### src/logic/flic_pkg.sv
// Constants shared by the four-level interrupt controller files.
// Assumes one 20 MHz system clock and a 32-bit AHB-Lite register bus.
package flic_pkg;
  localparam int NSRC  = 15;
  localparam int NFLAG = 16;
  localparam int NLVL  = 4;
  localparam int DW    = 32;
  localparam int NEVT  = 3;

  // Byte offsets of the register map
  localparam logic [7:0] OFS_FLAGS    = 8'h00;
  localparam logic [7:0] OFS_FLAG_SET = 8'h04;
  localparam logic [7:0] OFS_FLAG_CLR = 8'h08;
  localparam logic [7:0] OFS_EN_A     = 8'h10;
  localparam logic [7:0] OFS_EN_B     = 8'h14;
  localparam logic [7:0] OFS_SVC      = 8'h20;
  localparam logic [7:0] OFS_EVT      = 8'h24;
  localparam logic [7:0] OFS_MASK     = 8'h28;
  localparam logic [7:0] OFS_LP_A     = 8'hb8;
  localparam logic [7:0] OFS_LP_B     = 8'hbc;
  localparam logic [7:0] OFS_HP_A     = 8'hc0;
  localparam logic [7:0] OFS_HP_B     = 8'hc4;

  // Field positions
  localparam int GLB_BIT      = 7;
  localparam int ADC_SRC      = 6;
  localparam int WORD_OVF     = 14;
  localparam int BYTE_OVF     = 15;
  localparam int HTRANS_ACT   = 1;
  localparam int SVC_REQ_BIT  = 4;
  localparam int SVC_LVL_LSB  = 8;
  localparam int SVC_VEC_LSB  = 16;
  localparam int EV_GRANT     = 0;
  localparam int EV_PREEMPT   = 1;
  localparam int EV_SPUR      = 2;
  localparam logic [15:0] TMR2_FLAG_MASK = 16'hff80;

  // Vector of each source, indexed in flag order
  localparam logic [15:0] VEC_ADDR [NSRC] = '{
    16'h0003, 16'h000b, 16'h0013, 16'h001b, 16'h0023, 16'h002b, 16'h0053,
    16'h0033, 16'h003b, 16'h0043, 16'h004b, 16'h005b, 16'h0063, 16'h006b, 16'h0073};

  // Polling rank within a level, 0 polled first
  localparam logic [3:0] POLL_RANK [NSRC] = '{
    4'h0, 4'h3, 4'h6, 4'h9, 4'hc, 4'h1, 4'h2,
    4'h4, 4'h7, 4'ha, 4'hd, 4'h5, 4'h8, 4'hb, 4'he};
endpackage

### src/logic/flic_flag_cell.sv
// One request flag: set by hardware or software, cleared by software.
// Assumes set and clear pulses come from logic on the same clock.
module flic_flag_cell #(
  parameter bit SW_SET_OK = 1'b1
) (
  input  wire logic hclk,
  input  wire logic hresetn,
  input  wire logic hw_set,
  input  wire logic sw_set,
  input  wire logic sw_clr,
  output logic      flag
);
  typedef struct packed {
    logic flag;
  } flic_cell_t;

  flic_cell_t s_q;
  flic_cell_t s_d;

  // Set wins over a clear in the same cycle
  always_comb begin
    s_d      = s_q;
    s_d.flag = (s_q.flag & ~sw_clr) | hw_set | (sw_set & SW_SET_OK);
  end

  always_ff @(posedge hclk or negedge hresetn) begin
    if (!hresetn) begin
      s_q <= '0;
    end else begin
      s_q <= s_d;
    end
  end

  assign flag = s_q.flag;
endmodule

### src/logic/flic_top.sv
// Four-level nested interrupt controller with an AHB-Lite register slave.
// Assumes flag set inputs are one-cycle pulses from peripherals on hclk,
// and a CPU core that pulses ack to take a vector and reti on return.
//
// Notes on behaviour
// - Fifteen sources, each at one of four levels
// - Timer two gives eight requests, overflow ORed
// - Capture inputs and compare matches set flags
// - Byte and word overflow set separate flags
// - Timer two flags cleared only by software
// - Conversion-done flag set on result, software clears
// - Status load sets the serial-two flag
// - Software cannot set the conversion-done flag
// - Other flags set and cleared by software
// - Per-source enables plus one global enable
// - Enable bit zero disables, one enables
// - High and low bit form level
// - Grant only above every in-service level
// - Higher level preempts, lower resumes after return
// - Fixed polling order breaks ties in level
// - Vectors eight bytes apart from 0003h
// - First low priority register at b8h
module flic_top (
  input  wire logic        hclk,
  input  wire logic        hresetn,
  input  wire logic        hsel,
  input  wire logic [31:0] haddr,
  input  wire logic [1:0]  htrans,
  input  wire logic        hwrite,
  input  wire logic [2:0]  hsize,
  input  wire logic [31:0] hwdata,
  input  wire logic        hready,
  output logic             hreadyout,
  output logic             hresp,
  output logic [31:0]      hrdata,
  input  wire logic        ext0_req,
  input  wire logic        ext1_req,
  input  wire logic        timer0_ovf,
  input  wire logic        timer1_ovf,
  input  wire logic        uart_req,
  input  wire logic        serial_two_status_load,
  input  wire logic        conv_done,
  input  wire logic [3:0]  capture_in,
  input  wire logic [2:0]  compare_match,
  input  wire logic        timer_word_ovf,
  input  wire logic        timer_byte_ovf,
  output logic             cpu_irq_req,
  output logic [15:0]      cpu_vector,
  output logic [1:0]       cpu_level,
  input  wire logic        cpu_ack,
  input  wire logic        cpu_reti,
  output logic             irq_out
);
  typedef struct packed {
    logic                     hready;
    logic                     hresp;
    logic [31:0]              hrdata;
    logic                     rd;
    logic                     wr;
    logic [7:0]               addr;
    logic [7:0]               source_enable_a;
    logic [7:0]               source_enable_b;
    logic [6:0]               low_priority_select_a;
    logic [7:0]               low_priority_select_b;
    logic [6:0]               high_priority_select_a;
    logic [7:0]               high_priority_select_b;
    logic [flic_pkg::NLVL-1:0] insvc;
    logic                     req;
    logic [15:0]              vec;
    logic [1:0]               lvl;
    logic [flic_pkg::NEVT-1:0] evt;
    logic [flic_pkg::NEVT-1:0] mask;
    logic                     irq;
  } flic_state_t;

  flic_state_t                 s_q;
  flic_state_t                 s_d;
  logic [flic_pkg::NFLAG-1:0]  hw_set;
  logic [flic_pkg::NFLAG-1:0]  sw_set;
  logic [flic_pkg::NFLAG-1:0]  sw_clr;
  logic [flic_pkg::NFLAG-1:0]  flag_w;
  logic [flic_pkg::NSRC-1:0]   req_src;
  logic [flic_pkg::NSRC-1:0]   enable_all;
  logic [flic_pkg::NSRC-1:0]   lo_all;
  logic [flic_pkg::NSRC-1:0]   hi_all;
  logic [flic_pkg::NSRC-1:0]   pend;
  logic [flic_pkg::NEVT-1:0]   evt_new;
  logic [flic_pkg::NEVT-1:0]   evt_w1c;
  logic [31:0]                 rd_mux;

  // Flag order: ext0, tmr0, ext1, tmr1, uart, i2c, adc, cap0-3, cmp0-2, word, byte
  assign hw_set = {timer_byte_ovf, timer_word_ovf, compare_match, capture_in,
                   conv_done, serial_two_status_load, uart_req, timer1_ovf,
                   ext1_req, timer0_ovf, ext0_req};

  // Converter flag refuses software sets; no cell ever self-clears
  for (genvar k = 0; k < flic_pkg::NFLAG; k++) begin : g_flag
    flic_flag_cell #(
      .SW_SET_OK (k != flic_pkg::ADC_SRC)
    ) u_cell (
      .hclk    (hclk),
      .hresetn (hresetn),
      .hw_set  (hw_set[k]),
      .sw_set  (sw_set[k]),
      .sw_clr  (sw_clr[k]),
      .flag    (flag_w[k])
    );
  end

  // Two overflow flags share one request line
  assign req_src = {flag_w[flic_pkg::WORD_OVF] | flag_w[flic_pkg::BYTE_OVF],
                    flag_w[flic_pkg::WORD_OVF-1:0]};
  assign enable_all = {s_q.source_enable_b, s_q.source_enable_a[flic_pkg::GLB_BIT-1:0]};
  assign lo_all     = {s_q.low_priority_select_b, s_q.low_priority_select_a};
  assign hi_all     = {s_q.high_priority_select_b, s_q.high_priority_select_a};
  // Request stays up while flag set and enabled
  assign pend = req_src & enable_all & {flic_pkg::NSRC{s_q.source_enable_a[flic_pkg::GLB_BIT]}};

  // Read data, sampled one cycle after the address phase
  always_comb begin
    rd_mux = '0;
    case (s_q.addr)
      flic_pkg::OFS_FLAGS: rd_mux = 32'(flag_w);
      flic_pkg::OFS_EN_A:  rd_mux = 32'(s_q.source_enable_a);
      flic_pkg::OFS_EN_B:  rd_mux = 32'(s_q.source_enable_b);
      flic_pkg::OFS_LP_A:  rd_mux = 32'(s_q.low_priority_select_a);
      flic_pkg::OFS_LP_B:  rd_mux = 32'(s_q.low_priority_select_b);
      flic_pkg::OFS_HP_A:  rd_mux = 32'(s_q.high_priority_select_a);
      flic_pkg::OFS_HP_B:  rd_mux = 32'(s_q.high_priority_select_b);
      flic_pkg::OFS_EVT:   rd_mux = 32'(s_q.evt);
      flic_pkg::OFS_MASK:  rd_mux = 32'(s_q.mask);
      flic_pkg::OFS_SVC: begin
        rd_mux[flic_pkg::NLVL-1:0]                  = s_q.insvc;
        rd_mux[flic_pkg::SVC_REQ_BIT]               = s_q.req;
        rd_mux[flic_pkg::SVC_LVL_LSB +: 2]          = s_q.lvl;
        rd_mux[flic_pkg::SVC_VEC_LSB +: 16]         = s_q.vec;
      end
      default: rd_mux = '0;
    endcase
  end

  always_comb begin
    logic [flic_pkg::NLVL-1:0] insvc_n;
    logic                      found;
    logic [1:0]                best_lvl;
    logic [3:0]                best_rank;
    logic [3:0]                best_idx;
    logic [1:0]                lvl_i;
    logic                      any_n;
    logic [1:0]                top_n;
    logic [1:0]                top_q;
    insvc_n   = s_q.insvc;
    found     = 1'b0;
    best_lvl  = '0;
    best_rank = '0;
    best_idx  = '0;
    lvl_i     = '0;
    any_n     = 1'b0;
    top_n     = '0;
    top_q     = '0;
    s_d       = s_q;
    sw_set    = '0;
    sw_clr    = '0;
    evt_new   = '0;
    evt_w1c   = '0;

    // Bus slave: writes take no wait, reads take one
    s_d.hready = 1'b1;
    s_d.hresp  = 1'b0;
    s_d.rd     = 1'b0;
    s_d.wr     = 1'b0;
    if (s_q.rd) begin
      s_d.hrdata = rd_mux;
    end
    if (hsel && hready && htrans[flic_pkg::HTRANS_ACT]) begin
      s_d.addr = haddr[7:0];
      s_d.wr   = hwrite;
      s_d.rd   = !hwrite;
      if (!hwrite) begin
        s_d.hready = 1'b0;
      end
    end
    if (s_q.wr) begin
      case (s_q.addr)
        flic_pkg::OFS_FLAG_SET: sw_set = hwdata[flic_pkg::NFLAG-1:0];
        flic_pkg::OFS_FLAG_CLR: sw_clr = hwdata[flic_pkg::NFLAG-1:0];
        flic_pkg::OFS_EN_A:     s_d.source_enable_a = hwdata[7:0];
        flic_pkg::OFS_EN_B:     s_d.source_enable_b = hwdata[7:0];
        flic_pkg::OFS_LP_A:     s_d.low_priority_select_a = hwdata[6:0];
        flic_pkg::OFS_LP_B:     s_d.low_priority_select_b = hwdata[7:0];
        flic_pkg::OFS_HP_A:     s_d.high_priority_select_a = hwdata[6:0];
        flic_pkg::OFS_HP_B:     s_d.high_priority_select_b = hwdata[7:0];
        flic_pkg::OFS_EVT:      evt_w1c = hwdata[flic_pkg::NEVT-1:0];
        flic_pkg::OFS_MASK:     s_d.mask = hwdata[flic_pkg::NEVT-1:0];
        default: ;
      endcase
    end

    // In-service stack, one bit per level
    for (int l = 0; l < flic_pkg::NLVL; l++) begin
      if (s_q.insvc[l]) begin
        top_q = 2'(l);
      end
    end
    if (cpu_ack && s_q.req) begin
      insvc_n[s_q.lvl]          = 1'b1;
      evt_new[flic_pkg::EV_GRANT] = 1'b1;
      if (s_q.insvc != '0) begin
        evt_new[flic_pkg::EV_PREEMPT] = 1'b1;
      end
    end else if (cpu_reti) begin
      if (s_q.insvc == '0) begin
        evt_new[flic_pkg::EV_SPUR] = 1'b1;
      end else begin
        insvc_n[top_q] = 1'b0;
      end
    end
    s_d.insvc = insvc_n;

    // Highest level wins, then lowest polling rank
    for (int i = 0; i < flic_pkg::NSRC; i++) begin
      lvl_i = {hi_all[i], lo_all[i]};
      if (pend[i] && (!found || lvl_i > best_lvl ||
          (lvl_i == best_lvl && flic_pkg::POLL_RANK[i] < best_rank))) begin
        found     = 1'b1;
        best_lvl  = lvl_i;
        best_rank = flic_pkg::POLL_RANK[i];
        best_idx  = 4'(i);
      end
    end
    for (int l = 0; l < flic_pkg::NLVL; l++) begin
      if (insvc_n[l]) begin
        any_n = 1'b1;
        top_n = 2'(l);
      end
    end
    // Judged against the stack after this edge, so no stale grant
    s_d.req = found && (!any_n || best_lvl > top_n);
    if (found) begin
      s_d.vec = flic_pkg::VEC_ADDR[best_idx];
      s_d.lvl = best_lvl;
    end

    // Sticky events, set wins over write-one-to-clear
    s_d.evt = (s_q.evt & ~evt_w1c) | evt_new;
    s_d.irq = |(s_d.evt & s_d.mask);
  end

  always_ff @(posedge hclk or negedge hresetn) begin
    if (!hresetn) begin
      s_q        <= '0;
      s_q.hready <= 1'b1;
    end else begin
      s_q <= s_d;
    end
  end

  assign hreadyout   = s_q.hready;
  assign hresp       = s_q.hresp;
  assign hrdata      = s_q.hrdata;
  assign cpu_irq_req = s_q.req;
  assign cpu_vector  = s_q.vec;
  assign cpu_level   = s_q.lvl;
  assign irq_out     = s_q.irq;
endmodule

### config.mk
export PLATFORM = sky130hd
export DESIGN_NAME = flic_top
export DESIGN_NICKNAME = d
export VERILOG_FILES = /design/src/logic/flic_pkg.sv /design/src/logic/flic_flag_cell.sv /design/src/logic/flic_top.sv
export SDC_FILE = /design/constraint.sdc
export NUM_CORES = 1
export LEC_CHECK = 0
export BUFFER_PORTS_ARGS = -buffer_cell sky130_fd_sc_hd__buf_4
export CAP_MARGIN = 20
export CORE_MARGIN = 2
export CORE_UTILIZATION = 51
export CTS_CLUSTER_SIZE = 25
export DETAILED_ROUTE_END_ITERATION = 10
export HOLD_SLACK_MARGIN = 0.15
export PLACE_DENSITY_LB_ADDON = 0.15
export SLEW_MARGIN = 20
export SYNTH_ARGS = -nofsm -noshare
export SYNTH_HDL_FRONTEND = slang
export SYNTH_HIERARCHICAL = 1
export SYNTH_SLANG_ARGS = --single-unit
### constraint.sdc
create_clock -name hclk -period 19.8 [get_ports hclk]
set_input_delay 3.96 -clock hclk [delete_from_list [all_inputs] [get_ports hclk]]
set_output_delay 3.96 -clock hclk [all_outputs]
set_load 0.02 [all_outputs]
# ---- Word level (Yosys, flattened, before mapping)
# Memory sizes are Yosys's and may differ from the RTL's. A register that Yosys moved wholly into a read port is not among the register bits.
# Cells that the tools add are included.
dict set report word_totals {
  ff_bits 119
  latch_bits 0
  mem_bits_rw 0
  mem_bits_ro 256
  input_bits 92
  output_inout_bits 54
  wordCells 347
  n_memories 1
}
dict set report classes {
  n_addsub 0
  n_mul 0
  div 0
  order_cmp 32
  n_eq_ne 24
  shift 0
  muxes 95
  bitwise 74
  reduce_logical 88
}
# name depth width rd rd_ports_with_merged_regs wr line
set mem_list {}
lappend mem_list {{(name not given)} 16 16 1 1 0 flic_top.sv:240} ;# s_d.vec = flic_pkg::VEC_ADDR[best_idx];
# op n
set ops {}
lappend ops {{4-bit 2-to-1 mux} 28}
lappend ops {{16-bit 2-to-1 mux} 5}
lappend ops {{5-bit one-hot mux with 10 select lines} 1}
lappend ops {{2-bit 2-to-1 mux} 21}
lappend ops {{1-bit logical AND} 33}
lappend ops {{8-bit equality test (second input constant)} 4}
lappend ops {{1-bit bitwise OR} 32}
lappend ops {{15-bit bitwise AND} 2}
lappend ops {{2-bit greater-than comparator} 15}
lappend ops {{1-bit 2-to-1 mux} 30}
lappend ops {{1-bit logical OR} 28}
lappend ops {{4-bit < comparator (first input constant)} 7}
lappend ops {{2-bit equality test} 13}
lappend ops {{8-bit by 6-bit equality test with 1-bit output (second input constant)} 3}
lappend ops {{3-bit one-hot mux with 7 select lines} 1}
lappend ops {{1-bit logical NOT} 17}
lappend ops {{1-bit bitwise AND} 16}
lappend ops {{8-bit by 5-bit equality test with 1-bit output (second input constant)} 2}
lappend ops {{3-bit by 4-bit < comparator with 1-bit output (first input constant)} 4}
lappend ops {{1-bit inverter} 16}
lappend ops {{3-bit 2-to-1 mux} 4}
lappend ops {{2-bit AND reduction} 6}
lappend ops {{10-bit 2-to-1 mux} 1}
lappend ops {{8-bit by 3-bit equality test with 1-bit output (second input constant)} 1}
lappend ops {{other kinds (19)} 23}

# ---- Logic depth before layout (Yosys ltp)
# Gate-level depths: netlist (run 1).
dict set report logic_depth {
  depth_word 76
  mapped_depth 111
  depth_no_buf 107
}

# ---- Hierarchy
# Netlist (run 1), hierarchy kept.
# module instances cells_per_inst area_each_um2 seq_area_each_um2
set by_module_without_submodules {}
lappend by_module_without_submodules {flic_top 1 761 7013.0 2428.6}
lappend by_module_without_submodules {{flic_flag_cell (g_flag[0].u_cell ...)} 15 4 37.5 25.0}
lappend by_module_without_submodules {{flic_flag_cell (g_flag[6].u_cell)} 1 3 36.3 25.0}

# ---- Worst setup path after synthesis (run 1)
# OpenSTA, ideal clock, no wires.
dict set report synth_timing {
  path_kind {register -> register}
  startpoint {reg s_q[75] (netlist bit)}
  endpoint {reg s_q, in the netlist cpu_irq_req}
  setup_ps 133
  arrival_ps 18823
  required_ps 19667
  path_slack_ps 844
  stages_incl_launch_ff 106
  path_buffers 4
  period_less_slack_ps 18956
  path_cell_list {dfrtp_1 buf_2 buf_2 and3_1 nand2_1 ha_1 nor2b_1 o21a_1 o2111ai_1 and2_1 ha_1 nor2b_1 o21ai_1 a211oi_1 a31oi_1 inv_1 ha_1 nor2b_1 [... 70 more ...] nand2_1 o21a_1 ha_1 nand2_1 o21ai_0 a21oi_1 a21oi_4 mux2_2 ha_1 nor2b_1 o21ai_0 a21oi_1 o31a_1 nand2_1 ha_1 nor2b_1 o21ai_0 a21oi_1}
}
# element line
set synth_rtl {}
lappend synth_rtl {{from (decl)} flic_top.sv:76} ;# flic_state_t s_q;

==> flow_summary_export.csv, run 1 <==
group,metric,value,unit
routing,drc_errors,0,
timing,final_hold_viol_count,0,
worst_setup_path,cp_max_fo,6,
clock_tree,cts_tree,"built",
clock_tree,holdBufCountCts,0,
routing,firstDrtPassIters,5,
floorplanning,die_area,15900,µm²
worst_setup_path,crit_top_cell,"ha_1",
grt,grt_pass1_wl,35400,µm
placed_design,hpwl,16900,µm
clock_tree,cts_max_level,4,
floorplanning,die_w,126,µm
routing,drtIter0Drc,674,
worst_setup_path,crit_path_top_delay_cell,"dfrtp_2",
clock_tree,cts_max_path_buffers,2,
timing,slew_headroom,0.373,
timing,layout_min_cycle_time,19.04,ns
placed_design,finalWeightedCongestion,0.898,
grt,track_usage,0.284,
worst_setup_path,cp.required,20.06,ns
layout,layout.nets,1083,
placed_design,dp.cells,1092,
timing,finalSetupTns,0,ns
worst_setup_path,crit_path_end_kind,"register",
worst_setup_path,crit_arrival,19.29,ns
outcome,status,"finished, final reports clean",
worst_setup_path,crit_buf_inv,10,
layout,antenna_cells,0,
clock_tree,clkTransAtPathRegs,0.05,ns
grt,overflow,0,
layout,syn_to_final_growth,26.0,%
clock_tree,clock_sinks,113,
floorplanning,die_height,126,µm
timing,setup_viol,0,
grt,grt_max_degree,85,
routing,drt-wirelength-per-cell,19.9,µm
timing,hold-worst-slack,0.530,ns
clock_tree,clkLatencyLatePin,0.41,ns
floorplanning,core,14500,µm²
layout,drive_above_1_share,0.354,
worst_setup_path,crit_type,"reg2reg",
layout,stdcell_count,1152,
routing,ant_nets,0,
pwr,powerDensity,106,nW/µm²
grt,antenna_found_initial,0,
flow_run,max_cap_violations,0,
routing,vias_per_cell,6.00,
clock_tree,clock-root-buffer,"clkbuf_16",
layout,multiInputGateArea,4500,µm²
synthesis,syn_area,7610,µm²
synthesis,syn_area_per_cell,9.24,µm²
timing,max_clock_freq,0.0525,GHz
timing,setup_ws,0.762,ns
timing,worst_slew_pin_slew,0.937,ns
synthesis,synthCells,823,
floorplanning,io_pins,146,
layout,seq_area,2830,µm²
routing,dr_total_vias,6909,
worst_setup_path,slowest_delay,0.43,ns
grt,grt_pass1_vias,6802,
min_path,hp-class,"reg2reg",
pwr,leakage,0.00429,µW
timing,finClkSkew,0.0131,ns
timing,drv_slew,0,
routing,routed_wl,22900,µm
timing,post-route-period-util,0.961,
pwr,ir_drop,0.000103,V
worst_setup_path,crit_family,"compound AO/OA/AOI/OAI gates",
placed_design,pre_cts_ws,0.0683,ns
floorplanning,start_util,0.523,
floorplanning,rows,44,
worst_setup_path,worst_setup_path_start_kind,"register",
placed_design,numPortBuffers,80,
synthesis,ys_warn_count,6,
clock_tree,numCtsBuffers,17,
layout,fill_cells,1176,
-- per-layer routing --
metal / vias to the layer above / global-route usage / share of wire
met1: 3355 / 0.350 / 0.40
met4: 0 / 0.117 / 0.033
li1: 3193 / - / -
met5: - / 0 / 0
met3: 62 / 0.0489 / 0.062
met2: 299 / 0.493 / 0.50
-- cells in the final DEF, fill, tap and decap left out, drive strengths merged, types with 4 or more instances in the layout --
cell     instances
o22ai            4
nand2b           8
a221oi           7
nand3           30
nor3            10
o21a             7
nand2           65
o211ai           5
clkbuf          21
inv             64
nor2            71
or2              4
o31ai            4
o2111ai          7
nand4            6
dfrtp          112
a31oi            4
ha              35
a22oi           27
nor4             4
clkinv           7
mux2            62
buf            163
a41o             6
and3            19
a211oi          11
a222oi           4
o21ai           63
and2            11
nor2b           13
a21o            14
conb            21
a21oi           32
o32ai            4
-- power by group --
group	internal [µW]	switching, µW
logic	220	227
registers	254	33.5
clock network	177	105
-- per-stage QoR --
| step | power, µW | area (µm²) | utilization |
|---|---|---|---|
| floorplan | 534 | 7680 | - |
| global placement | 654 | 8440 | 0.581 |
| detailed placement | 669 | 8440 | 0.581 |
| CTS | 955 | 9020 | 0.620 |
| global route | 1080 | 9580 | 0.659 |
| finish | 1020 | 9580 | 0.659 |
-- path summary, 6_finish.rpt --
path,slack [ns],end,start,cells after the start
hold reg to reg,0.53,hrdata[11],hrdata[11],2
min in group asynchronous,3.46,s_q[82],hresetn,1
hold / removal,0.53,hrdata[11],hrdata[11],2
max in group asynchronous,15.27,enable_all[0],hresetn,2
setup / recovery,0.76,cpu_irq_req,enable_all[0],106
setup reg to reg,0.76,cpu_irq_req,enable_all[0],106
-- worst min-delay path, stage by stage, from the launching register on --
cell and delay [ns]:
dfrtp_1 0.38, inv_1 0.05, o21ai_0 0.06
-- timing repair --
action,in CTS,in global routing
setup buffers,0,29
endpoints found under the setup margin,1,7
pin swaps,1,48
resized for setup,5,71
-- sequential cells by signal (all words and copies together), names as in the netlist --
signal and cells:
cpu_irq_req 1, cpu_level 2, cpu_vector 5, enable_all 15
g_flag.u_cell/flag 16, hi_all 15, hrdata 21, hreadyout 1
irq_out 1, lo_all 15, s_q 21
-- layout make-up --
class,instances,area share
tap,184,0.0240
clock inverter,10,0.00914
sequential,113,0.296
multi-input combinational,597,0.470
clock buffer,21,0.0481
inverter,64,0.0251
timing repair buffer,163,0.128
(Power assumes the default switching activity.)
==> inputs of run 2 (changes only) <==
--- a/config.mk
+++ b/config.mk
@@ -7,8 +7,10 @@
 export LEC_CHECK = 0
 export BUFFER_PORTS_ARGS = -buffer_cell sky130_fd_sc_hd__buf_4
 export CAP_MARGIN = 20
+export CELL_PAD_IN_SITES_DETAIL_PLACEMENT = 0
+export CELL_PAD_IN_SITES_GLOBAL_PLACEMENT = 1
 export CORE_MARGIN = 2
-export CORE_UTILIZATION = 51
+export CORE_UTILIZATION = 43
 export CTS_CLUSTER_SIZE = 25
 export DETAILED_ROUTE_END_ITERATION = 10
 export HOLD_SLACK_MARGIN = 0.15
==> constraint.sdc (replaced) <==
create_clock -name hclk -period 18.1 [get_ports hclk]
set_input_delay 3.62 -clock hclk [delete_from_list [all_inputs] [get_ports hclk]]
set_output_delay 3.62 -clock hclk [all_outputs]
set_load 0.02 [all_outputs]
==> run 2 against run 1 <==
Effect of this change:
- the flow now finishes with violations (setup timing)
- cell area grew 6.5%
- global-route usage is 2.2 points lower
- die area increased by 18%
- critical path type unchanged
- critical endpoint is now cpu_vector[3]
- largest power group unchanged
==> flow_summary_export.csv, run 2 (synthesized netlist as in run 1, its figures left out) <==
group,metric,value,unit
worst_setup_path,regToRegStartpoint,"g_flag[0].u_cell/flag",
worst_setup_path,crit_type,"reg2reg",
clock_tree,cts_max_level,4,
grt,track_usage,0.262,
grt,overflow,0,
timing,layout_min_cycle_time,18.14,ns
timing,slew_headroom,0.327,
timing,grt_setup_unrepaired,"yes",
routing,firstDrtPassIters,5,
placed_design,place_area,8880,µm²
clock_tree,clock_sinks,113,
worst_setup_path,worst_setup_path_start_kind,"register",
min_path,hp-class,"reg2reg",
floorplanning,die_area,18800,µm²
timing,hold-worst-slack,0.520,ns
grt,grt_pass1_vias,6895,
floorplanning,start_util,0.440,
min_path,whs_path_depth,2,
placed_design,dp.cells,1152,
routing,vias_per_cell,5.73,
pwr,powerDensity,118,nW/µm²
worst_setup_path,r2r-end,"cpu_vector[3]",
worst_setup_path,cp.required,18.42,ns
layout,drive_above_1_share,0.410,
timing,final_hold_viol_count,0,
worst_setup_path,slowest_delay,0.35,ns
layout,stdcell_count,1227,
min_path,holdPathEnd,"hrdata[0]",
layout,syn_to_final_growth,34.1,%
flow_run,max_cap_violations,0,
routing,dr_total_vias,7026,
timing,setup_ws,-0.0365,ns
layout,final_common_cell,"buf_4",
placed_design,hpwl,17800,µm
grt,grt_pass1_wl,37200,µm
pwr,finalPower,1200,µW
timing,max_clock_freq,0.0551,GHz
outcome,violations,"setup timing",
timing,drv_slew,0,
timing,setup_viol,2,
floorplanning,die_height,137,µm
worst_setup_path,cp_max_fo,6,
outcome,status,"finished with violations",
layout,antenna_cells,0,
pwr,leakage,0.00450,µW
routing,routed_wl,24300,µm
clock_tree,cts_max_path_buffers,2,
timing,worst_slew_pin_slew,1.01,ns
routing,drtIter0Drc,514,
clock_tree,clkLatencyLatePin,0.42,ns
worst_setup_path,crit_path_top_delay_cell,"dfrtp_1",
grt,antenna_found_initial,1,
worst_setup_path,crit_buf_inv,5,
pwr,ir_drop,0.0000638,V
clock_tree,clock-root-buffer,"clkbuf_16",
layout,fin_area,10200,µm²
routing,drc_errors,0,
grt,grt_max_degree,67,
placed_design,numPortBuffers,80,
clock_tree,holdBufCountCts,0,
clock_tree,numCtsBuffers,17,
floorplanning,core,17300,µm²
worst_setup_path,r2r_slack,-0.04,ns
worst_setup_path,crit_path_end_kind,"register",
layout,fin_util,0.590,
layout,fill_cells,1499,
worst_setup_path,crit_arrival,18.46,ns
worst_setup_path,reg2regPathDepth,100,
placed_design,finalWeightedCongestion,0.905,
min_path,min_from,"hrdata[0]",
routing,drt-wirelength-per-cell,19.8,µm
floorplanning,rows,48,
layout,final_cell_mix,"190 x buf_4, 111 x dfrtp_1, 66 x nor2_1, 60 x nand2_1, 60 x inv_1",
timing,finClkSkew,0.0103,ns
layout,layout.nets,1116,
timing,post-route-period-util,1.00,
routing,ant_nets,0,
floorplanning,io_pins,146,
worst_setup_path,crit_family,"compound AO/OA/AOI/OAI gates",
clock_tree,clkTransAtPathRegs,0.05,ns
floorplanning,die_w,137,µm
clock_tree,cts_tree,"built",
## run 2: cell count changes in the layout (fill, tap and decap cells not counted), moves of 4 or more
cell      change
buf_6         +4
a21oi_1       -6
ha_4         +10
o21ai_2       +4
buf_4        +29
nor2b_4       +4
clkinv_2      -4
ha_1         -13
a21oi_4       +5
## run 2: worst max-delay path by stage
stage,slack (ns),cells after the start,startpoint,end
after detailed placement,-0.61,102,g_flag[0].u_cell/flag,cpu_irq_req
after global placement,-0.22,103,s_q[75],cpu_irq_req
after floorplan,-0.11,105,s_q[75],cpu_irq_req
final,-0.04,100,g_flag[0].u_cell/flag,cpu_vector[3]
after CTS,0.003,107,g_flag[0].u_cell/flag,cpu_irq_req
after global routing,-0.94,106,g_flag[0].u_cell/flag,cpu_irq_req
## run 2: area by class of cell
cell class	count	area, µm²	area share
multi-input combinational	597	4790	0.469
clock buffer	21	460	0.0451
timing repair buffer	196	1490	0.146
inverter	64	240	0.0235
sequential	113	2830	0.277
clock inverter	11	108	0.0105
tap	225	282	0.0276
## run 2: worst min-delay path: stages, from the launching register on
cell	delay, ns
dfrtp_1	0.37
inv_1	0.05
o21ai_0	0.06
## run 2: per-stage QoR
stage | setup WS, ns | setup TNS (ns)
final | -0.0365 | -0.0724
after CTS | 0.00261 | 0
after detailed placement | -0.614 | -2.90
after floorplan | -0.109 | -0.109
after global routing | -0.940 | -5.14
after global placement | -0.222 | -0.840
## run 2: where the power goes
part,internal [µW],leakage [µW],switching [µW]
sequential,278,0.00131,34.4
clock,196,0.000262,122
combinational,291,0.00293,277
total,766,0.00450,434
## run 2: per-layer routing
layer,track usage,up-vias,part of all wire
li1,-,3267,-
met1,0.357,3455,0.44
met2,0.415,257,0.47
met3,0.0411,47,0.056
met4,0.107,0,0.031
met5,0,-,0
## run 2: what timing repair did
| item | in CTS | in global routing |
|---|---|---|
| buffers inserted | 17 | 25 |
| setup endpoints to repair | 7 | 7 |
| pin swaps | 28 | 62 |
| resized for setup | 18 | 62 |
==> inputs of run 3 (changes only) <==
--- a/config.mk
+++ b/config.mk
@@ -15,6 +15,7 @@
 export DETAILED_ROUTE_END_ITERATION = 10
 export HOLD_SLACK_MARGIN = 0.15
 export PLACE_DENSITY_LB_ADDON = 0.15
+export SKIP_CTS_REPAIR_TIMING = 1
 export SLEW_MARGIN = 20
 export SYNTH_ARGS = -nofsm -noshare
 export SYNTH_HDL_FRONTEND = slang
==> constraint.sdc (replaced) <==
create_clock -name hclk -period 18.1 [get_ports hclk]
set_input_delay 0.905 -clock hclk [delete_from_list [all_inputs] [get_ports hclk]]
set_output_delay 0.905 -clock hclk [all_outputs]
set_load 0.02 [all_outputs]
==> run 3 against run 2 <==
Effect of this change:
- non-clock buffer count down 10
- hold slack gained 0.0057 ns
- the flow now finishes without violations
- combinational power down 1%
- first-iteration DRC count shrank 8.2%
- routed wire length fell by 0.70%
- clock power hardly changed
- sequential cell count unchanged
- largest cell class unchanged
- fmax rose by 0.44%
- worst setup slack better by 0.080 ns
- clock-buffer cell count did not move
- cell area is 0.77% lower
==> flow_summary_export.csv, run 3 (synthesized netlist as in run 1, its figures left out) <==
group,metric,value,unit
worst_setup_path,crit_path_top_delay_cell,"a2111oi_4",
timing,grt_setup_unrepaired,"yes",
worst_setup_path,slowest_delay,0.42,ns
placed_design,hpwl,17800,µm
floorplanning,io_pins,146,
clock_tree,clkLatencyLatePin,0.41,ns
layout,final_common_cell,"buf_4",
timing,final_hold_viol_count,0,
timing,setup_viol,0,
layout,fill_cells,1526,
floorplanning,die_height,137,µm
layout,drive_above_1_share,0.409,
timing,drv_slew,0,
clock_tree,numCtsBuffers,17,
outcome,status,"finished, final reports clean",
clock_tree,cts_max_path_buffers,2,
routing,firstDrtPassIters,5,
worst_setup_path,regToRegStartpoint,"g_flag[0].u_cell/flag",
placed_design,finalWeightedCongestion,0.905,
pwr,leakage,0.00446,µW
clock_tree,clkTransAtPathRegs,0.06,ns
clock_tree,clock-root-buffer,"clkbuf_16",
worst_setup_path,r2r_slack,0.04,ns
routing,dr_total_vias,6976,
timing,post-route-period-util,0.998,
grt,grt_pass1_vias,6653,
timing,slew_headroom,0.260,
routing,vias_per_cell,5.73,
grt,antenna_found_initial,0,
timing,layout_min_cycle_time,18.06,ns
layout,seq_area,2830,µm²
clock_tree,clock_sinks,113,
timing,finClkSkew,0.00953,ns
layout,final_cell_mix,"183 x buf_4, 112 x dfrtp_1, 65 x nor2_1, 60 x inv_1, 59 x nand2_1",
worst_setup_path,crit_arrival,18.37,ns
worst_setup_path,crit_path_end_kind,"register",
timing,max_clock_freq,0.0554,GHz
routing,drt-wirelength-per-cell,19.8,µm
pwr,ir_drop,0.0000683,V
routing,drc_errors,0,
worst_setup_path,crit_buf_inv,10,
pwr,powerDensity,118,nW/µm²
grt,track_usage,0.257,
layout,antenna_cells,0,
worst_setup_path,crit_family,"compound AO/OA/AOI/OAI gates",
floorplanning,core,17300,µm²
grt,grt_pass1_wl,36500,µm
clock_tree,cts_max_level,4,
timing,hold-worst-slack,0.525,ns
routing,routed_wl,24100,µm
worst_setup_path,r2r-end,"cpu_vector[3]",
worst_setup_path,cp_max_fo,7,
routing,ant_nets,0,
flow_run,max_cap_violations,0,
layout,layout.nets,1106,
floorplanning,die_area,18800,µm²
grt,grt_max_degree,60,
floorplanning,die_w,137,µm
floorplanning,rows,48,
layout,stdcell_count,1217,
worst_setup_path,worst_setup_path_start_kind,"register",
routing,drtIter0Drc,472,
worst_setup_path,reg2regPathDepth,102,
floorplanning,start_util,0.440,
worst_setup_path,crit_type,"reg2reg",
timing,worst_slew_pin_slew,1.11,ns
clock_tree,cts_tree,"built",
layout,multiInputGateArea,4790,µm²
worst_setup_path,cp.required,18.41,ns
grt,overflow,0,
placed_design,dp.cells,1152,
min_path,hp-class,"in2async",
placed_design,numPortBuffers,80,
layout,syn_to_final_growth,33.1,%
run 3: cell count changes in the layout (fill, tap and decap cells not counted), moves of 2 or more:
cell / previous run / this run
buf_4: 190 / 183
a21oi_4: 7 / 4
buf_6: 6 / 3
a21oi_2: 11 / 14
o2111ai_2: 4 / 6
run 3: worst max path at each step:
| stage | to | startpoint | depth (start not counted) | slack (ns) |
|---|---|---|---|---|
| after floorplan | cpu_irq_req | s_q[75] | 105 | -0.11 |
| after global placement | cpu_irq_req | s_q[75] | 103 | -0.21 |
| after detailed placement | cpu_irq_req | g_flag[0].u_cell/flag | 102 | -0.50 |
| after CTS | cpu_irq_req | g_flag[0].u_cell/flag | 102 | -0.66 |
| after global routing | cpu_irq_req | g_flag[0].u_cell/flag | 104 | -0.79 |
| final | cpu_vector[3] | g_flag[0].u_cell/flag | 102 | 0.04 |
run 3: layout make-up:
class | count | share of cell area
multi-input combinational | 597 | 0.473
inverter | 64 | 0.0237
sequential | 113 | 0.279
timing repair buffer | 186 | 0.139
clock inverter | 11 | 0.0105
tap | 225 | 0.0278
clock buffer | 21 | 0.0465
run 3: power breakdown:
| part | switching, µW | leakage [µW] | total [µW] | internal, µW |
|---|---|---|---|---|
| clock network | 121 | 0.000264 | 321 | 200 |
| registers | 34.5 | 0.00131 | 313 | 278 |
| logic | 275 | 0.00289 | 562 | 288 |
run 3: layer usage:
| layer | wire length (µm) | track usage | share of wire |
|---|---|---|---|
| met2 | 11500 | 0.414 | 0.48 |
| met5 | 0 | 0 | 0 |
| met4 | 448 | 0.0859 | 0.019 |
| met1 | 10500 | 0.349 | 0.43 |
| met3 | 1650 | 0.0459 | 0.068 |
run 3: metrics by stage:
stage          total power, µW   util  TNS, ns  setup WS [ns]  instance area, µm²
6_report                  1200  0.585        0         0.0434               10100
5_1_grt                   1270  0.585    -4.17         -0.792               10100
4_1_cts                   1100  0.547    -3.31         -0.657                9460
3_5_place_dp               775  0.513    -2.22         -0.499                8880
3_3_place_gp               759  0.513   -0.763         -0.210                8880
2_1_floorplan              618      -   -0.109         -0.109                7940
